File: config.mk
export PLATFORM = sky130hd
export DESIGN_NAME = tsc_ctrl
export DESIGN_NICKNAME = d
export VERILOG_FILES = /design/src/common/tsc_pkg.sv /design/src/rtl/tsc_ctrl.sv
export SDC_FILE = /design/constraint.sdc
export NUM_CORES = 1
export LEC_CHECK = 0
export BUFFER_PORTS_ARGS = -buffer_cell sky130_fd_sc_hd__buf_2
export CORE_MARGIN = 2
export CORE_UTILIZATION = 55
export CTS_CLUSTER_DIAMETER = 60
export DETAILED_ROUTE_END_ITERATION = 8
export PLACE_DENSITY = 0.75
export SYNTH_ARGS = -nofsm -noshare
export SYNTH_HDL_FRONTEND = slang
export SYNTH_SLANG_ARGS = --single-unit
File: constraint.sdc
create_clock -name pclk -period 6.85 [get_ports pclk]
set_input_delay 1.7125 -clock pclk [delete_from_list [all_inputs] [get_ports pclk]]
set_output_delay 1.7125 -clock pclk [all_outputs]
set_load 0.05 [all_outputs]
File: src/common/tsc_pkg.sv
// constants for the two-wire bus status and control block
// assumes a 32-bit apb slave at 50 MHz with open-drain scl and sda pins
package tsc_pkg;
	localparam logic [4:0] OFS_CON = 5'h00;
	localparam logic [4:0] OFS_STAT = 5'h04;
	localparam logic [4:0] OFS_MSK = 5'h08;
	localparam logic [4:0] OFS_TRN = 5'h0C;
	localparam logic [4:0] OFS_RCV = 5'h10;
	localparam logic [4:0] OFS_ADD = 5'h14;
	localparam logic [4:0] OFS_BRG = 5'h18;
	// control fields
	localparam int CON_EN = 15;
	localparam int CON_A10M = 10;
	localparam int CON_GCEN = 7;
	localparam int CON_ACK_VALUE = 5;
	localparam int CON_ACK_SEQ_TRIGGER = 4;
	localparam int CON_MASTER_RX_ENABLE = 3;
	localparam int CON_PEN = 2;
	localparam int CON_RESTART_TRIGGER = 1;
	localparam int CON_SEN = 0;
	localparam logic [15:0] CON_WMASK = 16'h84FF;
	// status fields
	localparam int ST_ACK_STATUS_FLAG = 15;
	localparam int ST_TX_IN_PROGRESS_FLAG = 14;
	localparam int ST_BCL = 10;
	localparam int ST_GC = 9;
	localparam int ST_TEN_BIT_MATCH_FLAG = 8;
	localparam int ST_WRITE_COLLISION_FLAG = 7;
	localparam int ST_OV = 6;
	localparam int ST_DA = 5;
	localparam int ST_P = 4;
	localparam int ST_S = 3;
	localparam int ST_RW = 2;
	localparam int ST_RBF = 1;
	localparam int ST_TBF = 0;
	localparam logic [15:0] CON_RST = 16'h0000;
	localparam logic [9:0] MSK_RST = 10'h000;
	localparam logic [9:0] ADD_RST = 10'h000;
	localparam logic [15:0] BRG_RST = 16'h0004;
	localparam logic [4:0] TEN_BIT_HDR = 5'h1E;
	localparam logic [7:0] GEN_CALL = 8'h00;
	localparam logic [3:0] LAST_DATA_BIT = 4'h7;
	localparam logic [3:0] ACK_SLOT_BIT = 4'h8;
	typedef enum logic [2:0] {M_IDLE, M_START, M_RESTART, M_STOP, M_TX, M_RX, M_ACK} tsc_mst_t;
	typedef enum logic [1:0] {S_OFF, S_ADDR1, S_ADDR2, S_DATA} tsc_slv_t;
endpackage

File: src/rtl/tsc_ctrl.sv
// two-wire bus controller: master sequencer, slave receive, status and mask
// assumes apb master, pins taken as synchronous to pclk, external pull-ups
`timescale 1ns/1ps
`default_nettype none
module tsc_ctrl (
	input wire logic pclk,
	input wire logic presetn,
	input wire logic psel,
	input wire logic penable,
	input wire logic pwrite,
	input wire logic [4:0] paddr,
	input wire logic [31:0] pwdata,
	output logic [31:0] prdata,
	output logic pready,
	output logic pslverr,
	input wire logic scl_in,
	output logic scl_out,
	output logic scl_oe,
	input wire logic sda_in,
	output logic sda_out,
	output logic sda_oe,
	output logic rx_byte_pulse
);
	import tsc_pkg::*;

	////////////////////////////////////////////////////////////////////////////
	logic [15:0] con_r, brg_r, brg_cnt_r;
	logic [9:0] msk_r, add_r;
	logic [7:0] trn_r, rcv_r, m_sh_r, s_sh_r;
	logic [31:0] prdata_r;
	logic ack_status_flag_r, tx_in_progress_flag_r, bcl_r, gc_r, ten_bit_match_flag_r, write_collision_flag_r, ov_r;
	logic da_r, p_r, s_r, rw_r, rbf_r, tbf_r, m_act_r, rx_pulse_r;
	logic m_scl_low_r, m_sda_low_r, s_sda_low_r, scl_q_r, sda_q_r, s_ack_r;
	logic [1:0] m_ph_r;
	logic [3:0] m_bit_r, s_cnt_r;
	tsc_mst_t m_st_r;
	tsc_slv_t s_st_r;
	logic wr_acc, rd_acc, setup, unmapped, start_det, stop_det, tick, stall;
	logic m_coll, m_done, tx_done, rx_done, tx_go, trn_wr, trn_busy, rcv_rd;
	logic scl_rise, scl_fall, s_byte_end, s_hit7, s_hit_hdr, s_hit_lo, s_gc;
	logic s_addr_hit, s_data_done, rx_load, m_sda_bit;
	logic [7:0] s_byte, rx_byte;
	logic [15:0] stat;

	////////////////////////////////////////////////////////////////////////////
	// apb: zero wait states, so reads are prepared in the setup cycle
	assign setup = psel & ~penable;
	assign wr_acc = psel & penable & pwrite;
	assign rd_acc = psel & penable & ~pwrite;
	assign unmapped = (paddr > OFS_BRG) | (paddr[1:0] != 2'b00);
	assign pready = 1'b1;
	assign pslverr = psel & penable & unmapped;
	assign prdata = prdata_r;
	assign trn_wr = wr_acc & (paddr == OFS_TRN);
	assign rcv_rd = rd_acc & (paddr == OFS_RCV);
	assign trn_busy = (m_st_r != M_IDLE) | tbf_r;

	assign stat = {ack_status_flag_r, tx_in_progress_flag_r, 3'b000, bcl_r, gc_r, ten_bit_match_flag_r,
		write_collision_flag_r, ov_r, da_r, p_r, s_r, rw_r, rbf_r, tbf_r};

	always_ff @(posedge pclk or negedge presetn) begin
		if (!presetn) begin
			prdata_r <= 32'h0000_0000;
		end else if (setup) begin
			if (paddr == OFS_CON) begin
				prdata_r <= {16'h0000, con_r};
			end else if (paddr == OFS_STAT) begin
				prdata_r <= {16'h0000, stat};
			end else if (paddr == OFS_MSK) begin
				prdata_r <= {22'h000000, msk_r};
			end else if (paddr == OFS_TRN) begin
				prdata_r <= {24'h000000, trn_r};
			end else if (paddr == OFS_RCV) begin
				prdata_r <= {24'h000000, rcv_r};
			end else if (paddr == OFS_ADD) begin
				prdata_r <= {22'h000000, add_r};
			end else if (paddr == OFS_BRG) begin
				prdata_r <= {16'h0000, brg_r};
			end else begin
				prdata_r <= 32'h0000_0000;
			end
		end
	end

	// software write of a trigger wins over a hardware clear in the same cycle
	always_ff @(posedge pclk or negedge presetn) begin
		if (!presetn) begin
			con_r <= CON_RST;
		end else begin
			if (m_done | m_coll) begin
				con_r[CON_ACK_SEQ_TRIGGER:CON_SEN] <= 5'b00000;
			end
			if (wr_acc & (paddr == OFS_CON)) begin
				con_r <= pwdata[15:0] & CON_WMASK;
			end
		end
	end

	always_ff @(posedge pclk or negedge presetn) begin
		if (!presetn) begin
			msk_r <= MSK_RST;
			add_r <= ADD_RST;
			brg_r <= BRG_RST;
		end else if (wr_acc) begin
			if (paddr == OFS_MSK) begin
				msk_r <= pwdata[9:0];
			end else if (paddr == OFS_ADD) begin
				add_r <= pwdata[9:0];
			end else if (paddr == OFS_BRG) begin
				brg_r <= pwdata[15:0];
			end
		end
	end

	// a transmit write while busy is dropped
	always_ff @(posedge pclk or negedge presetn) begin
		if (!presetn) begin
			trn_r <= 8'h00;
		end else if (trn_wr & ~trn_busy) begin
			trn_r <= pwdata[7:0];
		end
	end

	////////////////////////////////////////////////////////////////////////////
	// bus condition detection from the previous pin sample
	always_ff @(posedge pclk or negedge presetn) begin
		if (!presetn) begin
			scl_q_r <= 1'b1;
			sda_q_r <= 1'b1;
		end else begin
			scl_q_r <= scl_in;
			sda_q_r <= sda_in;
		end
	end
	assign start_det = scl_in & scl_q_r & sda_q_r & ~sda_in;
	assign stop_det = scl_in & scl_q_r & ~sda_q_r & sda_in;
	assign scl_rise = scl_in & ~scl_q_r;
	assign scl_fall = ~scl_in & scl_q_r;

	always_ff @(posedge pclk or negedge presetn) begin
		if (!presetn) begin
			p_r <= 1'b0;
			s_r <= 1'b0;
		end else if (start_det) begin
			p_r <= 1'b0;
			s_r <= 1'b1;
		end else if (stop_det) begin
			p_r <= 1'b1;
			s_r <= 1'b0;
		end
	end

	////////////////////////////////////////////////////////////////////////////
	// master sequencer: four quarter phases of brg+1 cycles each
	// phase 2 waits for scl high so a stretching slave holds us back
	assign stall = (m_ph_r == 2'd2) & ~scl_in &
		((m_st_r == M_TX) | (m_st_r == M_RX) | (m_st_r == M_ACK));
	assign tick = (brg_cnt_r >= brg_r) & ~stall;
	assign tx_go = tbf_r & m_act_r & ~tx_in_progress_flag_r & (con_r[CON_ACK_SEQ_TRIGGER:CON_SEN] == 5'b00000);
	assign m_sda_bit = (m_st_r == M_TX) ? ((m_bit_r < ACK_SLOT_BIT) & ~m_sh_r[7]) :
		(m_st_r == M_ACK) ? ~con_r[CON_ACK_VALUE] : 1'b0;
	// a released sda read low at the sampling point means another master won
	assign m_coll = tick & (m_ph_r == 2'd2) & ~m_sda_low_r & ~sda_in &
		(((m_st_r == M_TX) & (m_bit_r < ACK_SLOT_BIT)) | (m_st_r == M_ACK));
	assign tx_done = tick & (m_st_r == M_TX) & (m_ph_r == 2'd3) & (m_bit_r == ACK_SLOT_BIT);
	assign rx_done = tick & (m_st_r == M_RX) & (m_ph_r == 2'd3) & (m_bit_r == LAST_DATA_BIT);
	always_comb begin
		m_done = 1'b0;
		if (tick) begin
			case (m_st_r)
				M_START: m_done = (m_ph_r == 2'd2);
				M_RESTART: m_done = (m_ph_r == 2'd3);
				M_STOP: m_done = (m_ph_r == 2'd2);
				M_RX: m_done = rx_done;
				M_ACK: m_done = (m_ph_r == 2'd3);
				default: m_done = 1'b0;
			endcase
		end
	end

	always_ff @(posedge pclk or negedge presetn) begin
		if (!presetn) begin
			brg_cnt_r <= 16'h0000;
		end else if ((m_st_r == M_IDLE) | tick) begin
			brg_cnt_r <= 16'h0000;
		end else if (~stall) begin
			brg_cnt_r <= brg_cnt_r + 16'h0001;
		end
	end

	always_ff @(posedge pclk or negedge presetn) begin
		if (!presetn) begin
			m_st_r <= M_IDLE;
			m_ph_r <= 2'd0;
			m_bit_r <= 4'h0;
			m_sh_r <= 8'h00;
			m_scl_low_r <= 1'b0;
			m_sda_low_r <= 1'b0;
		end else if (m_st_r == M_IDLE) begin
			m_ph_r <= 2'd0;
			m_bit_r <= 4'h0;
			if (con_r[CON_EN] & ~bcl_r) begin
				if (con_r[CON_SEN]) begin
					m_st_r <= M_START;
				end else if (con_r[CON_RESTART_TRIGGER]) begin
					m_st_r <= M_RESTART;
				end else if (con_r[CON_PEN]) begin
					m_st_r <= M_STOP;
				end else if (con_r[CON_MASTER_RX_ENABLE]) begin
					m_st_r <= M_RX;
				end else if (con_r[CON_ACK_SEQ_TRIGGER]) begin
					m_st_r <= M_ACK;
				end else if (tx_go) begin
					m_st_r <= M_TX;
					m_sh_r <= trn_r;
				end
			end
		end else if (m_coll) begin
			m_st_r <= M_IDLE;
			m_scl_low_r <= 1'b0;
			m_sda_low_r <= 1'b0;
		end else if (tick) begin
			m_ph_r <= m_ph_r + 2'd1;
			case (m_st_r)
				M_START: begin
					if (m_ph_r == 2'd0) m_sda_low_r <= 1'b1;
					if (m_ph_r == 2'd1) m_scl_low_r <= 1'b1;
					if (m_ph_r == 2'd2) m_st_r <= M_IDLE;
				end
				M_RESTART: begin
					if (m_ph_r == 2'd0) m_sda_low_r <= 1'b0;
					if (m_ph_r == 2'd1) m_scl_low_r <= 1'b0;
					if (m_ph_r == 2'd2) m_sda_low_r <= 1'b1;
					if (m_ph_r == 2'd3) begin
						m_scl_low_r <= 1'b1;
						m_st_r <= M_IDLE;
					end
				end
				M_STOP: begin
					if (m_ph_r == 2'd0) m_sda_low_r <= 1'b1;
					if (m_ph_r == 2'd1) m_scl_low_r <= 1'b0;
					if (m_ph_r == 2'd2) begin
						m_sda_low_r <= 1'b0;
						m_st_r <= M_IDLE;
					end
				end
				default: begin
					if (m_ph_r == 2'd0) begin
						m_scl_low_r <= 1'b1;
						m_sda_low_r <= m_sda_bit;
					end
					if (m_ph_r == 2'd1) m_scl_low_r <= 1'b0;
					if (m_ph_r == 2'd2) m_sh_r <= {m_sh_r[6:0], sda_in};
					if (m_ph_r == 2'd3) begin
						m_scl_low_r <= 1'b1;
						m_bit_r <= m_bit_r + 4'h1;
						if (tx_done | rx_done | (m_st_r == M_ACK)) begin
							m_st_r <= M_IDLE;
							m_sda_low_r <= 1'b0;
						end
					end
				end
			endcase
		end
	end

	// the master owns the bus from its own start until any stop is seen or it loses arbitration
	always_ff @(posedge pclk or negedge presetn) begin
		if (!presetn) begin
			m_act_r <= 1'b0;
		end else if (m_done & (m_st_r == M_START)) begin
			m_act_r <= 1'b1;
		end else if (stop_det | m_coll) begin
			m_act_r <= 1'b0;
		end
	end

	////////////////////////////////////////////////////////////////////////////
	// slave receive path; slave transmit data is not produced by this block
	assign s_byte = {s_sh_r[6:0], sda_in};
	assign s_byte_end = scl_rise & (s_cnt_r == LAST_DATA_BIT) & (s_st_r != S_OFF);
	assign s_hit7 = (((s_byte[7:1] ^ add_r[6:0]) & ~msk_r[6:0]) == 7'h00);
	assign s_hit_hdr = (s_byte[7:3] == TEN_BIT_HDR) &
		(((s_byte[2:1] ^ add_r[9:8]) & ~msk_r[9:8]) == 2'b00);
	assign s_hit_lo = (((s_byte ^ add_r[7:0]) & ~msk_r[7:0]) == 8'h00);
	assign s_gc = con_r[CON_GCEN] & (s_byte == GEN_CALL) & (s_st_r == S_ADDR1);
	always_comb begin
		s_addr_hit = 1'b0;
		if (s_byte_end & ~m_act_r) begin
			if (s_st_r == S_ADDR1) begin
				s_addr_hit = s_gc | (con_r[CON_A10M] ? (s_hit_hdr & (~s_byte[0] | ten_bit_match_flag_r)) : s_hit7);
			end else if (s_st_r == S_ADDR2) begin
				s_addr_hit = s_hit_lo;
			end
		end
	end
	assign s_data_done = s_byte_end & ~m_act_r & (s_st_r == S_DATA);

	always_ff @(posedge pclk or negedge presetn) begin
		if (!presetn) begin
			s_st_r <= S_OFF;
			s_cnt_r <= 4'h0;
			s_sh_r <= 8'h00;
			s_sda_low_r <= 1'b0;
			s_ack_r <= 1'b0;
		end else if (~con_r[CON_EN] | stop_det | m_act_r) begin
			s_st_r <= S_OFF;
			s_cnt_r <= 4'h0;
			s_sda_low_r <= 1'b0;
		end else if (start_det) begin
			s_st_r <= S_ADDR1;
			s_cnt_r <= 4'h0;
			s_sda_low_r <= 1'b0;
		end else if (scl_rise & (s_cnt_r < ACK_SLOT_BIT) & (s_st_r != S_OFF)) begin
			s_sh_r <= s_byte;
			// decided at the eighth bit: a missed address or a full buffer is not acknowledged
			s_ack_r <= s_addr_hit | (s_data_done & ~rbf_r);
			s_cnt_r <= s_cnt_r + 4'h1;
			if (s_byte_end & ~(s_addr_hit | (s_data_done & ~rbf_r))) begin
				s_st_r <= S_OFF;
			end else if (s_addr_hit) begin
				if ((s_st_r == S_ADDR1) & con_r[CON_A10M] & ~s_gc & ~s_byte[0]) begin
					s_st_r <= S_ADDR2;
				end else if (s_byte[0] & (s_st_r == S_ADDR1)) begin
					s_st_r <= S_OFF;
				end else begin
					s_st_r <= S_DATA;
				end
			end
		end else if (scl_fall & (s_cnt_r == ACK_SLOT_BIT)) begin
			s_sda_low_r <= s_ack_r;
			s_cnt_r <= s_cnt_r + 4'h1;
		end else if (scl_fall & (s_cnt_r > ACK_SLOT_BIT)) begin
			s_sda_low_r <= 1'b0;
			s_cnt_r <= 4'h0;
		end
	end

	////////////////////////////////////////////////////////////////////////////
	// receive buffer; on overflow the unread byte is kept
	assign rx_load = rx_done | s_data_done;
	// the master shift register already holds all eight bits at its last phase
	assign rx_byte = rx_done ? m_sh_r : s_byte;

	always_ff @(posedge pclk or negedge presetn) begin
		if (!presetn) begin
			rcv_r <= 8'h00;
			rx_pulse_r <= 1'b0;
		end else begin
			rx_pulse_r <= rx_load & ~rbf_r;
			if (rx_load & ~rbf_r) begin
				rcv_r <= rx_byte;
			end
		end
	end

	// set wins over clear for every hardware-set flag
	always_ff @(posedge pclk or negedge presetn) begin
		if (!presetn) begin
			rbf_r <= 1'b0;
			tbf_r <= 1'b0;
		end else begin
			if (rx_load) begin
				rbf_r <= 1'b1;
			end else if (rcv_rd) begin
				rbf_r <= 1'b0;
			end
			if (trn_wr & ~trn_busy) begin
				tbf_r <= 1'b1;
			end else if (tx_done | (m_coll & (m_st_r == M_TX))) begin
				tbf_r <= 1'b0;
			end
		end
	end

	always_ff @(posedge pclk or negedge presetn) begin
		if (!presetn) begin
			ack_status_flag_r <= 1'b0;
			tx_in_progress_flag_r <= 1'b0;
		end else begin
			if (tx_done) begin
				ack_status_flag_r <= m_sh_r[0];
			end
			if ((m_st_r == M_IDLE) & con_r[CON_EN] & ~bcl_r & tx_go &
				(con_r[CON_ACK_SEQ_TRIGGER:CON_SEN] == 5'b00000)) begin
				tx_in_progress_flag_r <= 1'b1;
			end else if (tx_done | m_coll) begin
				tx_in_progress_flag_r <= 1'b0;
			end
		end
	end

	// software clears the sticky error flags by writing 0 to them
	always_ff @(posedge pclk or negedge presetn) begin
		if (!presetn) begin
			bcl_r <= 1'b0;
			write_collision_flag_r <= 1'b0;
			ov_r <= 1'b0;
		end else begin
			if (m_coll) begin
				bcl_r <= 1'b1;
			end else if (wr_acc & (paddr == OFS_STAT) & ~pwdata[ST_BCL]) begin
				bcl_r <= 1'b0;
			end
			if (trn_wr & trn_busy) begin
				write_collision_flag_r <= 1'b1;
			end else if (wr_acc & (paddr == OFS_STAT) & ~pwdata[ST_WRITE_COLLISION_FLAG]) begin
				write_collision_flag_r <= 1'b0;
			end
			if (rx_load & rbf_r) begin
				ov_r <= 1'b1;
			end else if (wr_acc & (paddr == OFS_STAT) & ~pwdata[ST_OV]) begin
				ov_r <= 1'b0;
			end
		end
	end

	always_ff @(posedge pclk or negedge presetn) begin
		if (!presetn) begin
			gc_r <= 1'b0;
			ten_bit_match_flag_r <= 1'b0;
			da_r <= 1'b0;
			rw_r <= 1'b0;
		end else begin
			if (s_addr_hit & s_gc) begin
				gc_r <= 1'b1;
			end else if (stop_det) begin
				gc_r <= 1'b0;
			end
			if (s_addr_hit & (s_st_r == S_ADDR2)) begin
				ten_bit_match_flag_r <= 1'b1;
			end else if (stop_det) begin
				ten_bit_match_flag_r <= 1'b0;
			end
			if (s_data_done) begin
				da_r <= 1'b1;
			end else if (s_addr_hit) begin
				da_r <= 1'b0;
			end
			if (s_addr_hit & (s_st_r == S_ADDR1)) begin
				rw_r <= s_byte[0];
			end
		end
	end

	////////////////////////////////////////////////////////////////////////////
	// open-drain pins: only ever pull low
	assign scl_out = 1'b0;
	assign sda_out = 1'b0;
	assign scl_oe = m_scl_low_r;
	assign sda_oe = m_sda_low_r | s_sda_low_r;
	assign rx_byte_pulse = rx_pulse_r;
endmodule // tsc_ctrl
`default_nettype wire

* Yosys cells after proc, flatten, opt, wreduce, memory -nomap -nowiden
Cells that the tools add are included.
Storage, ports and cells: logic and storage cells 371, flip-flop bits (word level) 161, input bits 44, output and inout bits 39
Operators by class: mux-type cells 113, add/sub/neg operators 4, bitwise logic cells 123, equality and inequality tests 39, magnitude comparators 5, reduce and logical (&&, ||, !) cells 50
Operators with widths (number):
- two-way mux 32 bit | 4
- two-way mux 8 bit | 13
- two-way mux 16 bit | 5
- AND 1 bit | 69
- two-way mux 1 bit | 51
- two-way mux 3 bit | 14
- two-way mux 4 bit | 10
- nonzero test 2 bit | 18
- NOT 1 bit | 26
- == test 5 bit (second input constant) | 4
- two-way mux 2 bit | 10
- OR 1 bit | 19
- adder 16 x 1 -> 16 bit (second input constant) | 1
- >= comparator 16 bit | 1
- logical NOT 8 bit | 2
- != test 2 bit (second input constant) | 6
- AND reduction 4 bit | 3
- nonzero test 4 bit | 3
- AND reduction 11 bit | 1
- == test 5 x 4 -> 1 bit (second input constant) | 2
- logical NOT 5 bit | 2
- two-way mux 5 bit | 2
- nonzero test 5 bit | 2
- == test 3 bit (second input constant) | 3
- 38 further kinds | 63

* Depth between registers and ports, before layout
Gate-level depths: netlist (run 1).
depth after elaboration 17, depth in mapped cells 9, mapped depth without buffers 8

* Least setup slack after synthesis (run 1)
OpenSTA, ideal clock, no wires.
kind input -> output, from input paddr[3], to output pslverr, data arrival time 2.751 ns, path slack 2.387 ns, data required time 5.137 ns, cell stages on the path 3, path buffers 1, cell sequence clkbuf_1 > a311oi_1 > nor2_1
Between the ends: cells in the longest elaborated chain, start to end 3
Ends and longest elaborated chain:
- start: declaration | line tsc_ctrl.sv:11 | input wire logic [4:0] paddr,
- greater-than comparator 5 bit | line tsc_ctrl.sv:50 | assign unmapped = (paddr > OFS_BRG) | (paddr[1:0] != 2'b00);
- OR 1 bit | line tsc_ctrl.sv:50
- AND 1 bit | line tsc_ctrl.sv:52 | assign pslverr = psel & penable & unmapped;
- end: declaration | line tsc_ctrl.sv:15 | output logic pslverr,
No other way between the ends.

* Worst setup path after layout (run 1)
Same ends and word-level chain as after synthesis.

==> results of run 1 <==
==> critical path, delay by kind of cell <==
| kind | cells | cell delay, ns |
|---|---|---|
| AOI/OAI and AO/OA | 1 | 0.30 |
| buffers and inverters | 2 | 0.40 |
| and+or+nand+nor | 1 | 0.06 |
==> sequential cells by signal, summed over array words and instances (netlist names), 10 cells and up <==
| signal | count |
|---|---|
| brg_cnt_r | 16 |
| con_r | 10 |
| brg_r | 16 |
| add_r | 10 |
| msk_r | 10 |
| prdata | 16 |
==> layout by cell type (no fill, tap or decap), types with 7 or more instances in the layout <==
master / count
dfrtp_1: 142
nand2_1: 81
nor2_1: 67
o21ai_0: 46
buf_2: 46
mux2_2: 44
inv_1: 40
a21oi_1: 29
ha_1: 25
xnor2_1: 24
a22o_1: 21
a22oi_1: 19
conb_1: 19
clkbuf_16: 17
nand3_1: 16
mux2_1: 13
nand2b_1: 12
nor3_1: 12
nand4_1: 11
mux2i_1: 11
nor2b_1: 10
xor2_1: 9
o22ai_1: 9
and3_1: 8
or3b_1: 8
o311ai_1: 8
a21o_1: 7
==> layout make-up <==
| type | instances | area share, % |
|---|---|---|
| clock buffers | 26 | 5.58 |
| clock inverters | 5 | 0.588 |
| inverters | 40 | 1.68 |
| multi-input cells | 601 | 45.9 |
| flip-flops and latches | 145 | 40.6 |
| well taps | 184 | 2.57 |
| repair buffers | 51 | 3.04 |
==> final timing paths <==
path                       slack (ns)         start  cells after the start      endpoint
hold / removal                   0.47   s_sda_low_r                      2   s_sda_low_r
setup reg to reg                 4.21  brg_cnt_r[0]                      8  brg_cnt_r[1]
setup / recovery                 2.66      paddr[3]                      4       pslverr
min in group asynchronous        1.28       presetn                      1          gc_r
hold reg to reg                  0.47   s_sda_low_r                      2   s_sda_low_r
max in group asynchronous        4.26       presetn                      2     prdata[6]
==> cells by family (layout without fill, tap and decap cells) <==
family          Yosys count  count (layout)  synth area share (%)
other cells               2              19                0.0924
flops                   145             145                  44.7
simple gates            265             265                  16.6
mux                      68              68                  9.25
xor+xnor                 33              33                  3.56
buf+inv                 101             122                  5.66
compound gates          191             191                  16.3
fa+ha+maj                25              25                  3.85
==> metal layers <==
layer | track usage (%) | vias up | wire (um)
met5 | 0 | - | 0
met4 | 8.89 | 0 | 434
met2 | 40.6 | 275 | 9540
li1 | - | 2988 | -
met3 | 5.61 | 34 | 1600
met1 | 38.6 | 3168 | 9130
==> power by group through the flow <==
| stage | logic, mW | clock network [mW] | registers (mW) |
|---|---|---|---|
| after floorplan | 0.504 | 0 | 1.03 |
| after global placement | 0.607 | 0 | 1.08 |
| after detailed placement | 0.620 | 0 | 1.08 |
| after CTS | 0.625 | 0.891 | 1.07 |
| after global routing | 0.698 | 0.930 | 1.08 |
| final | 0.632 | 0.885 | 1.07 |
==> metrics by stage <==
step	hold WS (ns)	area, um2	std cells	util [%]	worst slack (ns)
2_1_floorplan	0.440	8190	847	-	2.39
3_3_place_gp	0.458	8390	1021	58.0	2.68
3_5_place_dp	0.464	8390	1021	58.0	2.67
4_1_cts	0.477	8940	1052	61.8	2.67
5_1_grt	0.510	8940	1052	61.8	2.62
6_report	0.469	8940	1052	61.8	2.66
==> flow_metrics.tcl, run 1 <==
set metrics [dict create \
    crit_path_max_fanout 17 \
    setup_viol 0 \
    ys_ff_latch 145 \
    viasPerCell 6.15 \
    ant_nets 0 \
    critPathMaxStageDelay_ns 0.30 \
    die_y_um 126 \
    fill_cells 1209 \
    syn_area_per_cell_um2 9.79 \
    p_comb_share_pct 24.4 \
    seq_area_mm2 0.00363 \
    drive_gt1_share_pct 16.0 \
    cts_buffers 17 \
    cts.clk_slew.worst_paths_ns 0.06 \
    slew_headroom_pct 15.7 \
    synth_seq_area_share_pct 44.7 \
    p_switching_mw 0.888 \
    power_frac_clock_pct 34.2 \
    place.gp.congestion 0.930 \
    synth_edf_count 0 \
    row_count 44 \
    path_common_cell "buf_2" \
    post_cts_buffers 0 \
    crit_chain "buf_2, a311oi_1, nor2_1, buf_2" \
    hold_class "reg2reg" \
    period_needed_ns 4.19 \
    post-synth-top-count-cell "dfrtp_1" \
    grt_setup_unrepaired "false" \
    startpoint_type "primary input" \
    num_io_pins 83 \
    crit_path_end_kind "primary output" \
    synthTopCellsByArea "dfrtp_1 44%, mux2_2 6.1%, ha_1 3.8%, nand2_1 3.7%, nor2_1 3.1%" \
    dp_hpwl_mm 14.3 \
    cap_violations 0 \
    cts_sinks 145 \
    finalCritPeriodShare_pct 61.2 \
    grt_antenna_before_repair 0 \
    route.detailed.drc 0 \
    timing_worst_slew_pin_value_ns 1.26 \
    grt_max_degree 81 \
    routed_wl_mm 20.7 \
    synth-main-ff-cell "dfrtp_1" \
    synth.top_cells.by_count "142 x dfrtp_1, 81 x nand2_1, 67 x nor2_1" \
    synthArstFlopShare_pct 100 \
    p_seq_share_pct 41.4 \
    fmax_mhz 239 \
    tritoncts "done" \
    die_area_mm2 0.0158 \
    initial_utilization_pct 56.1 \
    required_ns 5.14 \
    status "finished, final reports clean" \
    finalMaxSlewViolations 0 \
    worst_skew_pair.late_latency_ns 0.43 \
    coreArea_mm2 0.0145 \
    track_usage_pct 26.8 \
    clk_path_buf_depth 2 \
    areaGrowthSynthToFinish_pct 10.0 \
    ctsRootBufferMaster "clkbuf_16" \
    gr-total-overflow 0 \
    holdBufCountCts 0 \
    port_buffers 47 \
    synthCells 830 \
    drt_first_pass_iters 5 \
    htree_num_levels 4 \
    p_per_area_mw_per_mm2 289 \
    grt_pass1_vias 5985 \
    peakVddDrop_v 0.000179 \
    internal-power_mw 1.70 \
    worst_ep_arrival_time_ns 2.48 \
    nNetsFinal 925 \
    yosysUniqueCellTypes 73 \
    vias 6465 \
    finalSetupTns_ns 0 \
    worst-setup-path-type "in2out" \
    routedWlPerCell_um 19.7 \
    diodes 0 \
    netlist_area_mm2 0.00813 \
    swShare_pct 34.3 \
    clock_skew_ns 0.00559 \
    multi_input_area_mm2 0.00411 \
    yosys.area.top_type "dfrtp_1" \
    p_leak_nw 4.17 \
    dieWidth_um 126 \
    yosys.area.top_type_share_pct 43.7 \
    grt_pass1_wl_mm 32.9 \
    power.total_mw 2.59 \
    finalHoldViolCount 0 \
    cp_slowest_cell "a311oi_1" \
    drtIter0Drc 550 \
    cts_resized 0 \
    yosys_warnings 0 \
]
No activity file was read; power rests on OpenSTA's default activity.
==> run 2, diff against run 1 <==
Clock period 6.85 ns to 4.2 ns, I/O delays scaled along.
==> run 2 against run 1 <==
  * Sequential power is 63% higher
  * Non-clock buffer count increased by 5
  * Total power grew 67%
  * Design area increased by 1.2%
  * Worst hold slack worse by 0.0028 ns
  * Die area unchanged
  * Register-to-register slack worse by 2.8 ns
  * Wire length shrank 2.7%
==> flow_metrics.tcl, run 2 (synthesis results as in run 1) <==
set metrics [dict create \
    setup_slack_ns 1.33 \
    place.gp.congestion 0.894 \
    required_ns 3.15 \
    dp_hpwl_mm 14.3 \
    track_usage_pct 26.8 \
    fill_cells 1202 \
    grt_pass1_wl_mm 33.1 \
    setup_viol 0 \
    drtIter0Drc 531 \
    coreArea_mm2 0.0145 \
    ant_nets 0 \
    post_cts_buffers 0 \
    pre_cts_ws_ns 1.03 \
    instances_no_fill 1058 \
    dp.cells 1026 \
    peakVddDrop_v 0.000344 \
    routedWlPerCell_um 19.0 \
    finalMaxSlewViolations 0 \
    drive_gt1_share_pct 16.9 \
    ctsRootBufferMaster "clkbuf_16" \
    port_buffers 47 \
    p_per_area_mw_per_mm2 479 \
    dieWidth_um 126 \
    cts_resized 0 \
    die_y_um 126 \
    p_leak_nw 4.22 \
    grt_pass1_vias 6161 \
    worst-setup-path-type "in2out" \
    worst_skew_pair.late_latency_ns 0.43 \
    nNetsFinal 930 \
    grt_setup_unrepaired "false" \
    gr-total-overflow 0 \
    viasPerCell 6.08 \
    final_common_cell "dfrtp_1" \
    hold_class "in2async" \
    finalSetupTns_ns 0 \
    initial_utilization_pct 56.1 \
    period_needed_ns 2.87 \
    htree_num_levels 4 \
    power_frac_clock_pct 36.0 \
    status "finished, final reports clean" \
    crit_path_end_kind "primary output" \
    crit_start "paddr[3]" \
    startpoint_type "primary input" \
    cts_buffers 17 \
    num_io_pins 83 \
    route.detailed.drc 0 \
    finalHoldViolCount 0 \
    row_count 44 \
    tritoncts "done" \
    clk_path_buf_depth 2 \
    holdBufCountCts 0 \
    routed_wl_mm 20.1 \
    internal-power_mw 2.88 \
    cts.clk_slew.worst_paths_ns 0.06 \
    vias 6428 \
    drt_first_pass_iters 6 \
    slew_headroom_pct 45.0 \
    timing_worst_slew_pin_value_ns 0.826 \
    cts_sinks 145 \
    areaGrowthSynthToFinish_pct 11.3 \
    diodes 0 \
    crit_path_max_fanout 17 \
    p_seq_share_pct 40.2 \
    cap_violations 0 \
    grt_max_degree 122 \
    mostFrequentLayoutCells "142 x dfrtp_1, 81 x nand2_1, 67 x nor2_1" \
    rr_startpoint "brg_cnt_r[0]" \
    clock_skew_ns 0.00430 \
    p_switching_mw 1.45 \
    grt_antenna_before_repair 0 \
    worst_ep_arrival_time_ns 1.82 \
    fmax_mhz 349 \
    p_comb_share_pct 23.8 \
    multi_input_area_mm2 0.00411 \
    finalCritPeriodShare_pct 68.2 \
    seq_area_mm2 0.00363 \
    swShare_pct 33.4 \
    die_area_mm2 0.0158 \
]
## run 2: cell types whose count changed in the layout (fill, tap and decap cells not counted)
cell        change
clkbuf_8        -1
bufinv_16       +2
buf_4           +4
clkinv_2        +1
clkinvlp_4      +2
buf_12          +1
clkbuf_1        -3
## run 2: per-layer routing
layer  track usage [%]  wire length, um  part of all wire [%]  vias up
met5                 0                0                     0        -
met4              12.1              617                   3.1        0
met3              6.12             1450                   7.2       44
met2              40.5             9230                    46      239
met1              37.1             8840                    44     3142
li1                  -                -                     -     3003
## run 2: area by class of cell
type                            instances  share of cell area, %
Clock buffer                           22                   5.24
Clock inverter                         10                   1.47
Inverter                               40                   1.66
Multi-Input combinational cell        601                   45.4
Sequential cell                       145                   40.1
Tap cell                              184                   2.54
Timing Repair Buffer                   56                   3.55
## run 2: final timing paths
check,to,slack (ns),depth (start not counted)
max in group asynchronous,m_ph_r[1],2.79,2
worst min-delay path,s_sh_r[1],0.47,1
worst max register to register,brg_cnt_r[1],1.43,8
worst min register to register,prdata[13],0.48,2
worst max-delay path,pslverr,1.33,4
min in group pclk,prdata[13],0.48,2
## run 2: power by group through the flow
stage / clock network, mW / logic [mW] / registers, mW
floorplan: 0 / 0.822 / 1.68
global placement: 0 / 1.01 / 1.76
finish: 1.56 / 1.03 / 1.74
CTS: 1.57 / 1.03 / 1.74
detailed placement: 0 / 1.02 / 1.76
global route: 1.65 / 1.15 / 1.76
## run 2: worst max-delay path, cell delays in order
cell and delay, ns:
buf_2 0.25, a311oi_1 0.13, nor2_1 0.11, buf_2 0.27
## run 2: stage by stage
stage               hold WS (ns)  utilization [%]  power [mW]  instance area [um2]
finish                     0.467             62.5        4.33                 9050
CTS                        0.466             62.5        4.34                 9050
floorplan                  0.440                -        2.50                 8190
detailed placement         0.470             58.3        2.78                 8440
global route               0.474             62.5        4.56                 9050
global placement           0.459             58.3        2.76                 8440
